## config.mk

```make
export PLATFORM = sky130hd
export DESIGN_NAME = preset_counter
export DESIGN_NICKNAME = d
export VERILOG_FILES = /design/src/hdl/preset_pkg.sv /design/src/hdl/preset_counter.sv
export SDC_FILE = /design/constraint.sdc
export NUM_CORES = 1
export LEC_CHECK = 0
export ABC_AREA = 1
export BUFFER_PORTS_ARGS = -buffer_cell sky130_fd_sc_hd__buf_2
export CORE_AREA = 2 2 151 153
export DETAILED_ROUTE_END_ITERATION = 10
export DIE_AREA = 0 0 153 155
export MAX_ROUTING_LAYER = met4
export PLACE_DENSITY = 0.9
export SLEW_MARGIN = 20
export SYNTH_ARGS = -nofsm -noshare
export SYNTH_HDL_FRONTEND = slang
export SYNTH_SLANG_ARGS = --single-unit
```

## constraint.sdc

```tcl
create_clock -name CLK -period 4.3 [get_ports CLK]
set_input_delay 0 -clock CLK [delete_from_list [all_inputs] [get_ports CLK]]
set_output_delay 0 -clock CLK [all_outputs]
set_load 0.05 [all_outputs]
```

## src/hdl/preset_pkg.sv

```systemverilog
/*
 * Shared constants and types of the preset counter with batch count.
 * Assumes a single 20 MHz system clock and a word register port of 16 bits.
 */
package preset_pkg;

    // ------------------------------------------------------------------
    // Bus and widths
    // ------------------------------------------------------------------
    localparam int unsigned ADDR_W = 4;
    localparam int unsigned DATA_W = 16;
    localparam int unsigned CNT_W  = 20;
    localparam int unsigned TMR_W  = 10;

    // ------------------------------------------------------------------
    // Register offsets
    // ------------------------------------------------------------------
    localparam logic [ADDR_W-1:0] OFS_CTRL    = 4'h0;
    localparam logic [ADDR_W-1:0] OFS_PRESET1 = 4'h1;
    localparam logic [ADDR_W-1:0] OFS_PRESET2 = 4'h2;
    localparam logic [ADDR_W-1:0] OFS_COMP    = 4'h3;
    localparam logic [ADDR_W-1:0] OFS_PULSE   = 4'h4;
    localparam logic [ADDR_W-1:0] OFS_BSET    = 4'h5;
    localparam logic [ADDR_W-1:0] OFS_PV      = 4'h6;
    localparam logic [ADDR_W-1:0] OFS_BPV     = 4'h7;
    localparam logic [ADDR_W-1:0] OFS_STAT    = 4'h8;

    // ------------------------------------------------------------------
    // Timing
    // ------------------------------------------------------------------
    localparam int unsigned CLK_HZ        = 20_000_000;
    localparam int unsigned TICK_MS       = 1;
    localparam int unsigned MS_TICK_CYC   = CLK_HZ / 1000 * TICK_MS;
    localparam int unsigned COUNT_CPS     = 30;
    localparam int unsigned COUNT_GAP_CYC = (CLK_HZ + COUNT_CPS - 1) / COUNT_CPS;
    localparam int unsigned RESET_MIN_MS  = 20;
    localparam int unsigned RESET_MIN_CYC = CLK_HZ / 1000 * RESET_MIN_MS;

    // ------------------------------------------------------------------
    // Values
    // ------------------------------------------------------------------
    localparam logic [DATA_W-1:0] ZERO_W     = 16'h0000;
    localparam logic [DATA_W-1:0] ONE_W      = 16'h0001;
    localparam logic [DATA_W-1:0] BATCH_MAX  = 16'h270F;
    localparam logic [DATA_W-1:0] PULSE_MIN  = 16'h000A;
    localparam logic [DATA_W-1:0] PULSE_MAX  = 16'h03E8;
    localparam logic [DATA_W-1:0] PULSE_RST  = 16'h03E8;
    localparam logic [TMR_W-1:0]  TMR_ONE    = 10'h001;
    localparam logic [CNT_W-1:0]  CNT_ONE    = 20'h00001;

    typedef enum logic [1:0] {IN_UP, IN_DOWN, IN_UPDOWN} in_mode_t;
    typedef enum logic [1:0] {RS_IDLE, RS_WAIT, RS_DONE} rst_state_t;

    typedef struct packed {
        logic     pol2;
        logic     pol1;
        logic     hold2;
        logic     hold1;
        in_mode_t in_mode;
        logic     two_stage;
    } cfg_t;

    localparam int unsigned CFG_W = 7;
    localparam cfg_t CFG_RST = '{pol2: 1'b0, pol1: 1'b0, hold2: 1'b1, hold1: 1'b1,
                                 in_mode: IN_UP, two_stage: 1'b0};

    typedef struct packed {
        logic a;
        logic b;
        logic rst;
        logic brst;
        logic comp;
        logic gate;
        logic key;
        logic pwr;
    } pins_t;

endpackage
```

## src/hdl/preset_counter.sv

```systemverilog
/*
 * Preset counter core: count inputs, two presets, two control outputs
 * (held or one-shot, selectable polarity) and a 4-digit batch counter.
 * Assumes all pin inputs are asynchronous and that settings persist while
 * POWER_OK is low, as a backup supply would keep them.
 */
// Design decisions made here: the register addresses and the plain strobed port.
`timescale 1ns/1ps

// Operation
// - Batch count steps when the final stage preset is reached.
// - Batch reset held forces batch value to zero.
// - Batch setpoint zero: batch counts, batch output never asserts.
// - Batch value past 9999 wraps to zero.
// - Reset key and reset input leave batch value and output alone.
// - Batch output asserted before power loss is asserted again after.
// - Lowering batch setpoint below batch value asserts output at once.
// - Raising batch setpoint afterwards does not drop the batch output.
// - One-shot duration programmable from 10 ms to 1000 ms.
// - Compensation during a one-shot pulse does not shorten it.
// - Preset reached again during a one-shot restarts its full interval.
// - Compensation acts only on up counts.
// - Per-output polarity bit selects off-to-on or on-to-off action.
// - Polarity bits reset to off-to-on.
// - Second output mode only on one-stage; two-stage uses preset two.
// - Reset key zeroes present value (loads the preset in down mode) and clears control outputs.
// - Counts limited to 30 per second; reset needs 20 ms width.
// - Power-up defaults: zero values, no output asserted.
// - Settings and values kept across external supply loss.
// - Batch output stays until batch reset becomes active.
// - Counts during main reset are discarded.
// - Gate input freezes the present value.
// - Up edge with compensation loads the compensation value.
module preset_counter #(
    parameter int unsigned MS_TICK_CYCLES   = preset_pkg::MS_TICK_CYC,
    parameter int unsigned COUNT_GAP_CYCLES = preset_pkg::COUNT_GAP_CYC,
    parameter int unsigned RESET_MIN_CYCLES = preset_pkg::RESET_MIN_CYC
) (
    // Clock and reset
    input  wire logic                            CLK,
    input  wire logic                            SYS_RST,
    // Field inputs
    input  wire logic                            COUNT_INPUT_A,
    input  wire logic                            COUNT_INPUT_B,
    input  wire logic                            RESET_IN,
    input  wire logic                            BATCH_RESET_IN,
    input  wire logic                            COMP_IN,
    input  wire logic                            GATE_IN,
    input  wire logic                            RESET_KEY,
    input  wire logic                            POWER_OK,
    // Register port
    input  wire logic [preset_pkg::ADDR_W-1:0]   ADDR,
    input  wire logic [preset_pkg::DATA_W-1:0]   WDATA,
    input  wire logic                            WR,
    input  wire logic                            RD,
    output logic      [preset_pkg::DATA_W-1:0]   RDATA,
    // Outputs
    output logic                                 CONTROL_OUTPUT_FIRST,
    output logic                                 CONTROL_OUTPUT_SECOND,
    output logic                                 BATCH_OUT
);
    import preset_pkg::*;

    // ------------------------------------------------------------------
    // Functions
    // ------------------------------------------------------------------
    function automatic logic pin_level(input logic pwr, input logic act, input logic pol);
        pin_level = pwr & (act ^ pol);
    endfunction

    // ------------------------------------------------------------------
    // Input synchronisers
    // ------------------------------------------------------------------
    pins_t s1_q;
    pins_t s2_q;
    pins_t s3_q;
    pins_t pins;
    pins_t rise;

    assign pins = '{a: COUNT_INPUT_A, b: COUNT_INPUT_B, rst: RESET_IN, brst: BATCH_RESET_IN,
                    comp: COMP_IN, gate: GATE_IN, key: RESET_KEY, pwr: POWER_OK};
    assign rise = s2_q & ~s3_q;

    always_ff @(posedge CLK)
    begin
        if (SYS_RST)
        begin
            s1_q <= '0;
            s2_q <= '0;
            s3_q <= '0;
        end
        else
        begin
            s1_q <= pins;
            s2_q <= s1_q;
            s3_q <= s2_q;
        end
    end

    // ------------------------------------------------------------------
    // Registers and counting state
    // ------------------------------------------------------------------
    cfg_t                cfg_q, cfg_d;
    logic [DATA_W-1:0]   preset1_q, preset1_d;
    logic [DATA_W-1:0]   preset2_q, preset2_d;
    logic [DATA_W-1:0]   comp_q, comp_d;
    logic [DATA_W-1:0]   pulse_q, pulse_d;
    logic [DATA_W-1:0]   bset_q, bset_d;
    logic [DATA_W-1:0]   pv_q, pv_d;
    logic [DATA_W-1:0]   bpv_q, bpv_d;
    logic                bout_q, bout_d;
    logic [1:0]          act_q, act_d;
    logic [TMR_W-1:0]    tmr_q [2];
    logic [TMR_W-1:0]    tmr_d [2];
    logic [CNT_W-1:0]    tick_q, tick_d;
    logic [CNT_W-1:0]    gap_q, gap_d;
    logic [CNT_W-1:0]    rcnt_q, rcnt_d;
    rst_state_t          rs_q, rs_d;
    logic [DATA_W-1:0]   rdata_d;
    logic                control_output_first_d, control_output_second_d;

    logic                tick;
    logic                ext_fire;
    logic                clr;
    logic                up_ev, dn_ev, accept;
    logic [DATA_W-1:0]   pv_n;
    logic                match1, match2, final_match;
    logic [1:0]          src;
    logic [1:0]          hold;

    always_comb
    begin
        cfg_d     = cfg_q;
        preset1_d = preset1_q;
        preset2_d = preset2_q;
        comp_d    = comp_q;
        pulse_d   = pulse_q;
        bset_d    = bset_q;
        rdata_d   = ZERO_W;

        // Millisecond tick for the one-shot timers.
        tick   = (tick_q == CNT_W'(MS_TICK_CYCLES - 1));
        tick_d = tick ? '0 : tick_q + CNT_ONE;

        // Reset input must stay high for its minimum width to be taken.
        rs_d     = rs_q;
        rcnt_d   = rcnt_q;
        ext_fire = 1'b0;
        case (rs_q)
            RS_IDLE:
            begin
                rcnt_d = CNT_ONE;
                if (s2_q.rst && s2_q.pwr)
                    rs_d = RS_WAIT;
            end
            RS_WAIT:
            begin
                if (!s2_q.rst)
                    rs_d = RS_IDLE;
                else if (rcnt_q == CNT_W'(RESET_MIN_CYCLES - 1))
                begin
                    ext_fire = 1'b1;
                    rs_d     = RS_DONE;
                end
                else
                    rcnt_d = rcnt_q + CNT_ONE;
            end
            RS_DONE:
            begin
                if (!s2_q.rst)
                    rs_d = RS_IDLE;
            end
            default:
                rs_d = RS_IDLE;
        endcase
        clr = ext_fire | (rise.key & s2_q.pwr);

        // Count decoding and acceptance.
        up_ev = 1'b0;
        dn_ev = 1'b0;
        case (cfg_q.in_mode)
            IN_UP:     up_ev = rise.a;
            IN_DOWN:   dn_ev = rise.a;
            IN_UPDOWN:
            begin
                up_ev = rise.a & ~rise.b;
                dn_ev = rise.b & ~rise.a;
            end
            default:   up_ev = 1'b0;
        endcase
        accept = (up_ev | dn_ev) && (gap_q == '0) && !s2_q.rst
                 && !s2_q.gate && s2_q.pwr;
        if (accept)
            gap_d = CNT_W'(COUNT_GAP_CYCLES - 1);
        else if (gap_q != '0)
            gap_d = gap_q - CNT_ONE;
        else
            gap_d = gap_q;

        if (up_ev && s2_q.comp)
            pv_n = comp_q;
        else if (up_ev)
            pv_n = pv_q + ONE_W;
        else
            pv_n = pv_q - ONE_W;

        match1      = accept && (pv_n == preset1_q);
        match2      = accept && (pv_n == preset2_q);
        final_match = cfg_q.two_stage ? match2 : match1;
        src[0]      = match1;
        src[1]      = cfg_q.two_stage ? match2 : match1;
        hold        = {cfg_q.hold2, cfg_q.hold1};

        if (clr)
            pv_d = (cfg_q.in_mode == IN_DOWN)
                   ? (cfg_q.two_stage ? preset2_q : preset1_q) : ZERO_W;
        else if (accept)
            pv_d = pv_n;
        else
            pv_d = pv_q;

        // Control outputs, held or one-shot.
        for (int i = 0; i < 2; i++)
        begin
            act_d[i] = act_q[i];
            tmr_d[i] = tmr_q[i];
            if (clr)
            begin
                act_d[i] = 1'b0;
                tmr_d[i] = '0;
            end
            else if (src[i])
            begin
                act_d[i] = 1'b1;
                tmr_d[i] = TMR_W'(pulse_q);
            end
            else if (act_q[i] && !hold[i] && tick)
            begin
                tmr_d[i] = tmr_q[i] - TMR_ONE;
                if (tmr_q[i] <= TMR_ONE)
                    act_d[i] = 1'b0;
            end
        end

        // Batch counter; untouched by the main reset paths.
        bpv_d  = bpv_q;
        bout_d = bout_q;
        if (s2_q.pwr)
        begin
            if (s2_q.brst)
            begin
                bpv_d = ZERO_W;
                if (rise.brst)
                    bout_d = 1'b0;
            end
            else
            begin
                if (final_match)
                    bpv_d = (bpv_q == BATCH_MAX) ? ZERO_W : bpv_q + ONE_W;
                if (bset_q != ZERO_W && bpv_q >= bset_q)
                    bout_d = 1'b1;
            end
        end

        // Register port.
        if (WR)
        begin
            case (ADDR)
                OFS_CTRL:    cfg_d     = cfg_t'(WDATA[CFG_W-1:0]);
                OFS_PRESET1: preset1_d = WDATA;
                OFS_PRESET2: preset2_d = WDATA;
                OFS_COMP:    comp_d    = WDATA;
                OFS_PULSE:   pulse_d   = (WDATA < PULSE_MIN) ? PULSE_MIN
                                       : (WDATA > PULSE_MAX) ? PULSE_MAX : WDATA;
                OFS_BSET:    bset_d    = WDATA;
                default:     cfg_d     = cfg_q;
            endcase
        end
        if (RD)
        begin
            case (ADDR)
                OFS_CTRL:    rdata_d = {{(DATA_W-CFG_W){1'b0}}, cfg_q};
                OFS_PRESET1: rdata_d = preset1_q;
                OFS_PRESET2: rdata_d = preset2_q;
                OFS_COMP:    rdata_d = comp_q;
                OFS_PULSE:   rdata_d = pulse_q;
                OFS_BSET:    rdata_d = bset_q;
                OFS_PV:      rdata_d = pv_q;
                OFS_BPV:     rdata_d = bpv_q;
                OFS_STAT:    rdata_d = {11'h000, s2_q.gate, s2_q.rst, bout_q, act_q};
                default:     rdata_d = ZERO_W;
            endcase
        end

        control_output_first_d = pin_level(s2_q.pwr, act_q[0], cfg_q.pol1);
        control_output_second_d = pin_level(s2_q.pwr, act_q[1], cfg_q.pol2);
    end

    always_ff @(posedge CLK)
    begin
        if (SYS_RST)
        begin
            cfg_q                 <= CFG_RST;
            preset1_q             <= ZERO_W;
            preset2_q             <= ZERO_W;
            comp_q                <= ZERO_W;
            pulse_q               <= PULSE_RST;
            bset_q                <= ZERO_W;
            pv_q                  <= ZERO_W;
            bpv_q                 <= ZERO_W;
            bout_q                <= 1'b0;
            act_q                 <= 2'b00;
            tmr_q[0]              <= '0;
            tmr_q[1]              <= '0;
            tick_q                <= '0;
            gap_q                 <= '0;
            rcnt_q                <= '0;
            rs_q                  <= RS_IDLE;
            RDATA                 <= ZERO_W;
            CONTROL_OUTPUT_FIRST  <= 1'b0;
            CONTROL_OUTPUT_SECOND <= 1'b0;
            BATCH_OUT             <= 1'b0;
        end
        else
        begin
            cfg_q                 <= cfg_d;
            preset1_q             <= preset1_d;
            preset2_q             <= preset2_d;
            comp_q                <= comp_d;
            pulse_q               <= pulse_d;
            bset_q                <= bset_d;
            pv_q                  <= pv_d;
            bpv_q                 <= bpv_d;
            bout_q                <= bout_d;
            act_q                 <= act_d;
            tmr_q[0]              <= tmr_d[0];
            tmr_q[1]              <= tmr_d[1];
            tick_q                <= tick_d;
            gap_q                 <= gap_d;
            rcnt_q                <= rcnt_d;
            rs_q                  <= rs_d;
            RDATA                 <= rdata_d;
            CONTROL_OUTPUT_FIRST  <= control_output_first_d;
            CONTROL_OUTPUT_SECOND <= control_output_second_d;
            BATCH_OUT             <= s2_q.pwr & bout_q;
        end
    end
endmodule

```

Word level (Yosys, flattened, before mapping)
Memory sizes are Yosys's and may differ from the RTL's.
Cells that the tools add are included.

word-level totals
  memory bits (writable) = 20
  output and inout bits = 19
  memories = 1
  input port bits = 32
  logic and storage cells = 199
  register bits after elaboration = 227

cells by class
  equal/unequal tests = 23
  magnitude comparators = 5
  mux-type cells = 48
  bitwise logic cells = 17
  reduce and logical (&&, ||, !) cells = 48
  add/subtract/negate cells = 8

memories
  memory  words  width  read ports  clocked after memory_dff  wr ports  RTL line               RTL
  tmr_q   2      10     2           0                         2         preset_counter.sv:113  logic [TMR_W-1:0] tmr_q [2];

operator list
  kind                                                                     number
  16-bit 2-to-1 mux                                                        11
  16-bit case mux with 9 select lines                                      1
  10-bit 2-to-1 mux                                                        8
  20-bit 2-to-1 mux                                                        4
  20-bit by 1-bit adder with 20-bit output (second input constant)         2
  20-bit case mux with 2 select lines                                      1
  16-bit by 1-bit adder with 16-bit output (second input constant)         2
  16-bit == test                                                           2
  20-bit by 15-bit == test with 1-bit output (second input constant)       1
  20-bit by 19-bit == test with 1-bit output (second input constant)       1
  10-bit by 1-bit <= comparator with 1-bit output (second input constant)  2
  20-bit zero test                                                         1
  20-bit nonzero test                                                      1
  10-bit by 1-bit subtractor with 10-bit output (second input constant)    2
  20-bit by 1-bit subtractor with 20-bit output (second input constant)    1
  2-bit AND reduction                                                      9
  2-bit nonzero test                                                       9
  16-bit by 14-bit == test with 1-bit output (second input constant)       1
  4-bit by 3-bit == test with 1-bit output (second input constant)         4
  16-bit >= comparator                                                     1
  16-bit by 10-bit > comparator with 1-bit output (second input constant)  1
  16-bit by 4-bit < comparator with 1-bit output (second input constant)   1
  1-bit 2-to-1 mux                                                         16
  16-bit nonzero test                                                      1
  24 further kinds                                                         66

Logic depth before layout (Yosys ltp)
Gate-level depths: netlist of run 1.

  depth in word-level cells = 15
  depth in mapped cells = 28
  mapped depth without buffers = 28

Worst setup path before layout of run 1
OpenSTA, ideal clock, no wires.

  path type = flip-flop to flip-flop
  start point = register cfg_q[1] (netlist name)
  end point = register bpv_q[10]
  data arrival time = 3.119 ns
  path buffers = 1
  clock period less this slack = 3.234 ns
  required time = 4.185 ns
  setup slack = 1.066 ns
  stages on the path, launching flop included = 27
  library setup time = 0.115 ns
  path through = dfxtp_1 -> inv_1 -> ha_1 -> nand2_1 -> nand2_4 -> nand2_4 -> inv_1 -> fa_1 -> inv_1 -> nand3_1 -> nand2_1 -> nand2_1 -> nand3b_1 -> nand2_1 -> nand2_1 -> nand2_1 -> nand2_1 -> nand2_1 -> nor2_1 -> nand3_1 -> nor2_2 -> nand4_4 -> nand3_4 -> buf_6 -> nand3_1 -> nand2_1 -> nor2_1

on the way
  cells in the longest elaborated chain, start to end = 11
  elaborated cells between the ends (all ways) = 20
  classes of those cells = eq/ne (4); mux (5); bitwise (1); reduce/logical (10)

RTL lines
  what                                                       RTL line               RTL
  start: declaration                                         preset_counter.sv:103  cfg_t cfg_q, cfg_d;
  start signal: assignment                                   preset_counter.sv:326  cfg_q <= cfg_d;
  branches (longest 8 deep; another with 16-bit 2-to-1 mux)  n/a
  1-bit 2-to-1 mux (*)                                       preset_counter.sv:209  final_match = cfg_q.two_stage ? match2 : match1;
  2-bit nonzero test (no line) (*)                           n/a
  2-bit AND reduction (no line) (*)                          n/a
  end signal: assignment                                     preset_counter.sv:333  bpv_q <= bpv_d;
  end: declaration                                           preset_counter.sv:110  logic [DATA_W-1:0] bpv_q, bpv_d;

Mark *: on every way between the ends.
A chain may end at the register's enable or synchronous reset.

==> results of run 1 <==
[routing by layer]
layer  part of all wire  routed length, um
met1               0.40              17100
met2               0.45              19400
met3               0.10               4490
met4              0.045               1930
met5                  0                  0
[critical path, delay by kind of cell (launching register included)]
family                     cells  cell delay (ns)
and+or+nand+nor               19             2.43
buffers and inverters          3             0.29
DFF                            1             0.37
adders and majority gates      2             0.61
AOI/OAI and AO/OA              1             0.09
[stage by stage]
stage               instance area, sq um  hold WS [ns]   util  total power, mW  setup slack (ns)
global route                       15400         0.147  0.691             5.92            0.0359
detailed placement                 14100         0.212  0.635             3.34             0.357
CTS                                15300        0.0758  0.689             5.68             0.335
global placement                   14100         0.212  0.635             3.31             0.516
finish                             15400        0.0986  0.691             5.70             0.364
floorplan                          13700         0.107      -             3.13              1.07
[sequential cells by signal (all words and copies together), names as in the netlist]
register,count
preset2_q,16
preset1_q,16
rcnt_q,20
bset_q,16
comp_q,16
gap_q,20
act_q,2
CONTROL_OUTPUT_SECOND,1
s1_q,8
pv_q,16
s3_q,4
RDATA,16
bpv_q,16
BATCH_OUT,1
cfg_q,7
s2_q,8
tick_q,20
bout_q,1
CONTROL_OUTPUT_FIRST,1
pulse_q,16
tmr_q,20
rs_q,2
[final cells by class]
type                       count  area (sq um)  area share
tap                          285           357      0.0232
clock inverter                12           131     0.00855
antenna                        1          2.50    0.000163
sequential                   243          4860       0.317
multi-input combinational   1462          7480       0.487
inverter                     300          1130      0.0733
clock buffer                  35           766      0.0498
timing repair buffer          91           633      0.0412
[timing repair]
item	in CTS	in global routing
setup endpoints to repair	0	15
hold buffers	30	0
gates resized for setup	0	2
endpoints found under the hold margin	94	0
[Yosys cell counts, types with 9 or more instances]
| cell | n |
|---|---|
| dfxtp_1 | 243 |
| inv_1 | 285 |
| clkbuf_1 | 46 |
| nand2_1 | 447 |
| a21oi_1 | 200 |
| a211oi_1 | 9 |
| o22ai_1 | 33 |
| a221oi_1 | 15 |
| nor4_1 | 19 |
| ha_1 | 44 |
| xnor2_1 | 9 |
| nand3_1 | 142 |
| nand4_1 | 31 |
| a31oi_1 | 20 |
| o211ai_1 | 19 |
| o21ai_0 | 131 |
| inv_2 | 10 |
| nor3_1 | 47 |
| nor2_1 | 204 |
| xor2_1 | 18 |
[final timing paths]
| path | start | end | slack (ns) |
|---|---|---|---|
| max | cfg_q[1]$_SDFFE_PP0P_ | tmr_q[0][15]$_SDFFE_PP0P_ | 0.36 |
| min | ADDR[0] | cfg_q[6]$_SDFFE_PP0P_ | 0.1 |
| max reg2reg | cfg_q[1]$_SDFFE_PP0P_ | tmr_q[0][15]$_SDFFE_PP0P_ | 0.36 |
| min reg2reg | s1_q[7]$_SDFF_PP0_ | s2_q[7]$_SDFF_PP0_ | 0.41 |
[power by group]
part           switching (mW)  internal [mW]  leakage [nW]  total (mW)
Sequential             0.0888           2.36          1.97        2.45
Clock                   0.974           1.38         0.448        2.35
Combinational           0.602          0.300          4.10       0.902
Total                    1.66           4.03          6.52        5.70
[kinds of logic after synthesis]
kind of cell | Yosys count
adders and majority gates | 45
xor gates and xnor gates | 27
DFF | 243
AOI/OAI and AO/OA | 449
and+or+nand+nor | 939
buffers and inverters | 362
==> flow_metrics.env, run 1 <==
export IMPL_crit_path_end_kind="flip-flop"
export IMPL_final_setup_viol_count=0
export IMPL_arrival_ns=4.35
export IMPL_die_y_um=155
export IMPL_critPathMaxFanout=21
export IMPL_gr_max_usage_layer="met2"
export IMPL_worst_pin_slew_ns=1.02
export IMPL_groute_layer_met1_usage=0.456
export IMPL_placed_cells=2349
export IMPL_synthFlopType="dfxtp_1"
export IMPL_vias=14500
export IMPL_grtUsageTotal=0.361
export IMPL_layout_commonest_cell="nand2_1"
export IMPL_post_drt_wl_per_cell_um=17.7
export IMPL_antenna_left=0
export IMPL_synthAdderAreaFrac=0.0416
export IMPL_use_met2=0.579
export IMPL_relSlewSlack=0.319
export IMPL_layout_common_cells="nand2_1 (447), inv_1 (285), dfxtp_1 (243)"
export IMPL_row_count=55
export IMPL_cts_tree="built"
export IMPL_synth_cell_type_count=52
export IMPL_hold_path_class="primary input to flip-flop"
export IMPL_ys_seq_elements=243
export IMPL_finClkSkew_ns=0.00998
export IMPL_tns_ns=0
export IMPL_min_period_ns=3.94
export IMPL_drive_gt1_frac=0.0709
export IMPL_synth_fp_nets=2142
export IMPL_ir_worst_vdd_uv=352
export IMPL_clk_pin_slew_ns=0.06
export IMPL_grt_pass1_vias=13300
export IMPL_ys_warn_count=0
export IMPL_drt_first_pass_iters=9
export IMPL_slew_violations=0
export IMPL_yosys_top_cells_area="dfxtp_1 (35%), nand2_1 (12%), inv_1 (7.8%), a21oi_1 (7.3%), nor2_1 (5.6%)"
export IMPL_root_buffer="clkbuf_16"
export IMPL_path_class="flip-flop to flip-flop"
export IMPL_grt_pass1_wl_um=68100
export IMPL_post_route_period_util=0.915
export IMPL_antenna_found_initial=1
export IMPL_synth_edff_count=0
export IMPL_io_buffers=50
export IMPL_routed_via_density=5.95
export IMPL_met3_usage=0.0646
export IMPL_synth_top_family_by_area="simple AND/OR/NAND/NOR gates"
export IMPL_core_area_sq_um=22200
export IMPL_area_delta_synth_final_pct=12.1
export IMPL_syn_inst=2065
export IMPL_routed_wl_um=42900
export IMPL_critPathSlowestCell="fa_1"
export IMPL_instances_no_fill=2429
export IMPL_clock_path_buffers=3
export IMPL_drc=0
export IMPL_holdPathStages=6
export IMPL_power_density_nw_per_um2=371
export IMPL_cp_start_kind="flip-flop"
export IMPL_cpPeakStageDelay_ns=0.40
export IMPL_p_leak_nw=6.52
export IMPL_cts_sinks=243
export IMPL_synth_xor_area_share=0.0173
export IMPL_netlist_area_leader_share=0.355
export IMPL_layout_nets=2202
export IMPL_grt_max_degree=77
export IMPL_postCtsSetupBuffers=0
export IMPL_seq_area_frac_synth=0.355
export IMPL_synth_area_sq_um=13700
export IMPL_start_util=0.617
export IMPL_synth_area_per_cell_sq_um=6.64
export IMPL_drt_iter0_drc=1811
export IMPL_grt_setup_unrepaired="no"
export IMPL_hold_viol_final=0
export IMPL_ioPinCount=51
export IMPL_htree_levels=1
export IMPL_synthMuxAreaShare=0
export IMPL_max_freq_ghz=0.254
export IMPL_cts_made_buffers=27
export IMPL_crit_top_cell="nand2_1"
export IMPL_ff2ff_path_depth=25
export IMPL_cp_required_ns=4.72
export IMPL_synth_compound_area_share=0.183
export IMPL_die_width_um=153
export IMPL_dpl_hpwl_um=30900
export IMPL_gp_congestion=1.03
export IMPL_grt_ovfl_total=0
export IMPL_cap_violations=0
export IMPL_yosys_area_share_simple=0.301
export IMPL_fill_cells=1859
export IMPL_die_area_sq_um=23700
export IMPL_outcome="finished, final reports clean"
export IMPL_synth_largest_area_cell="dfxtp_1"
export IMPL_clk_latency_ns=0.56
export IMPL_synth_async_reset_ratio=0
Power figures use the tool's default switching activity.
==> run 2, diff against run 1 <==
- PLACE_DENSITY: 0.9 -> 0.77
==> run 2 against run 1 <==
Routed wire length is 0.37% lower. Critical endpoint is now tmr_q[0][8]$_SDFFE_PP0P_. Sequential cell count stayed put. Total power is 2.7% higher. Non-clock buffer count is 4 lower. Largest power group is now the clock network.
==> flow_metrics.env, run 2 (synthesis gave the netlist of run 1 again) <==
export IMPL_finClkSkew_ns=0.0145
export IMPL_tns_ns=0
export IMPL_vias=14200
export IMPL_grt_ovfl_total=0
export IMPL_worst_pin_slew_ns=1.03
export IMPL_clk_pin_slew_ns=0.07
export IMPL_clock_path_buffers=3
export IMPL_place_ws_ns=0.308
export IMPL_fill_cells=1982
export IMPL_cts_sinks=243
export IMPL_min_period_ns=3.92
export IMPL_crit_path_end_kind="flip-flop"
export IMPL_grt_setup_unrepaired="no"
export IMPL_diodes=0
export IMPL_crit_top_cell="nand2_1"
export IMPL_layout_commonest_cell="nand2_1"
export IMPL_critPathSlowestCell="fa_1"
export IMPL_htree_levels=1
export IMPL_drive_gt1_frac=0.0714
export IMPL_core_area_sq_um=22200
export IMPL_max_freq_ghz=0.255
export IMPL_met3_usage=0.0565
export IMPL_antenna_left=0
export IMPL_cpPeakStageDelay_ns=0.40
export IMPL_gp_congestion=0.978
export IMPL_grt_pass1_vias=13000
export IMPL_final_area_sq_um=15400
export IMPL_r2r_start="cfg_q[1]$_SDFFE_PP0P_"
export IMPL_relSlewSlack=0.310
export IMPL_cts_tree="built"
export IMPL_regArea_sq_um=4860
export IMPL_critPathMaxFanout=22
export IMPL_clk_latency_ns=0.55
export IMPL_postPlaceCellArea_sq_um=14100
export IMPL_layout_common_cells="nand2_1 (447), inv_1 (285), dfxtp_1 (243)"
export IMPL_routed_wl_um=42800
export IMPL_ioPinCount=51
export IMPL_gr_max_usage_layer="met2"
export IMPL_power_mw=5.85
export IMPL_final_setup_viol_count=0
export IMPL_use_met2=0.569
export IMPL_power_density_nw_per_um2=381
export IMPL_post_drt_wl_per_cell_um=17.6
export IMPL_outcome="finished, final reports clean"
export IMPL_rr_endpoint="tmr_q[0][8]$_SDFFE_PP0P_"
export IMPL_root_buffer="clkbuf_16"
export IMPL_io_buffers=50
export IMPL_cp_required_ns=4.70
export IMPL_holdPathStages=5
export IMPL_p_leak_nw=6.52
export IMPL_hold_viol_final=0
export IMPL_multi_input_area_sq_um=7470
export IMPL_drt_iter0_drc=1513
export IMPL_fin_ws_ns=0.382
export IMPL_groute_layer_met1_usage=0.467
export IMPL_cap_violations=0
export IMPL_holdWs_ns=0.0711
export IMPL_slew_violations=0
export IMPL_ff2ff_path_depth=28
export IMPL_dpl_hpwl_um=30700
export IMPL_die_y_um=155
export IMPL_drc=0
export IMPL_grt_max_degree=72
export IMPL_antenna_found_initial=0
export IMPL_r2r_slack_ns=0.38
export IMPL_path_class="flip-flop to flip-flop"
export IMPL_start_util=0.617
export IMPL_die_area_sq_um=23700
export IMPL_ir_worst_vdd_uv=284
export IMPL_routed_via_density=5.87
export IMPL_arrival_ns=4.31
export IMPL_layout_nets=2198
export IMPL_row_count=55
export IMPL_postCtsSetupBuffers=0
export IMPL_post_route_period_util=0.911
export IMPL_drt_first_pass_iters=7
export IMPL_die_width_um=153
export IMPL_hp_start="ADDR[0]"
export IMPL_cts_made_buffers=27
export IMPL_area_delta_synth_final_pct=12.2
export IMPL_hold_path_class="primary input to flip-flop"
export IMPL_cp_start_kind="flip-flop"
export IMPL_grtUsageTotal=0.361
export IMPL_min_to="cfg_q[5]$_SDFFE_PP0P_"
export IMPL_grt_pass1_wl_um=67300
-- run 2: cell types whose count changed in the layout (fill, tap and decap cells not counted), sizes merged --
cell,delta
dlygate4sd3,-4
bufinv,+3
clkinvlp,+1
diode,-1
clkinv,-1
-- run 2: area by class of cell --
type,count,share of cell area
multi-input cells,1462,0.486
clock buffers,35,0.0491
well taps,285,0.0232
repair buffers,87,0.0386
inverters,300,0.0732
clock inverters,15,0.0141
flip-flops and latches,243,0.316
-- run 2: where the power goes --
group	switching, mW	internal (mW)	total (mW)
Combinational	0.589	0.297	0.887
Clock	0.975	1.54	2.52
Sequential	0.0896	2.36	2.45
Total	1.65	4.20	5.85
-- run 2: worst max-delay path: cells and delay by family, from the launching register on --
| family | cells | cell delay, ns |
|---|---|---|
| buf+inv | 5 | 0.63 |
| compound gates | 1 | 0.06 |
| fa+ha+maj | 2 | 0.61 |
| flops | 1 | 0.36 |
| simple gates | 20 | 2.13 |
-- run 2: metal layers --
metal,up-vias,wire [um]
met5,-,0
met4,0,1880
met3,144,3930
met2,637,19100
met1,6503,17800
li1,6952,-
-- run 2: repair_timing --
| item | CTS | global route |
|---|---|---|
| gates resized for setup | 0 | 1 |
| endpoints found under the setup margin | 0 | 22 |
| hold buffers | 26 | 0 |
| hold endpoints to repair | 89 | 0 |
-- run 2: stage by stage --
| stage | std cells | utilization |
|---|---|---|
| final | 2427 | 0.692 |
| after global routing | 2427 | 0.692 |
| after CTS | 2425 | 0.691 |
| after detailed placement | 2349 | 0.635 |
| after global placement | 2349 | 0.635 |
| after floorplan | 2065 | - |
-- run 2: worst max path at each step --
stage | startpoint | end | slack [ns]
floorplan | cfg_q[1]$_SDFFE_PP0P_ | bpv_q[10]$_SDFFE_PP0P_ | 1.07
global placement | cfg_q[1]$_SDFFE_PP0P_ | bpv_q[1]$_SDFFE_PP0P_ | 0.41
detailed placement | cfg_q[1]$_SDFFE_PP0P_ | bpv_q[1]$_SDFFE_PP0P_ | 0.31
CTS | cfg_q[1]$_SDFFE_PP0P_ | bpv_q[1]$_SDFFE_PP0P_ | 0.27
global route | cfg_q[1]$_SDFFE_PP0P_ | bpv_q[0]$_SDFFE_PP0P_ | 0.01
finish | cfg_q[1]$_SDFFE_PP0P_ | tmr_q[0][8]$_SDFFE_PP0P_ | 0.38
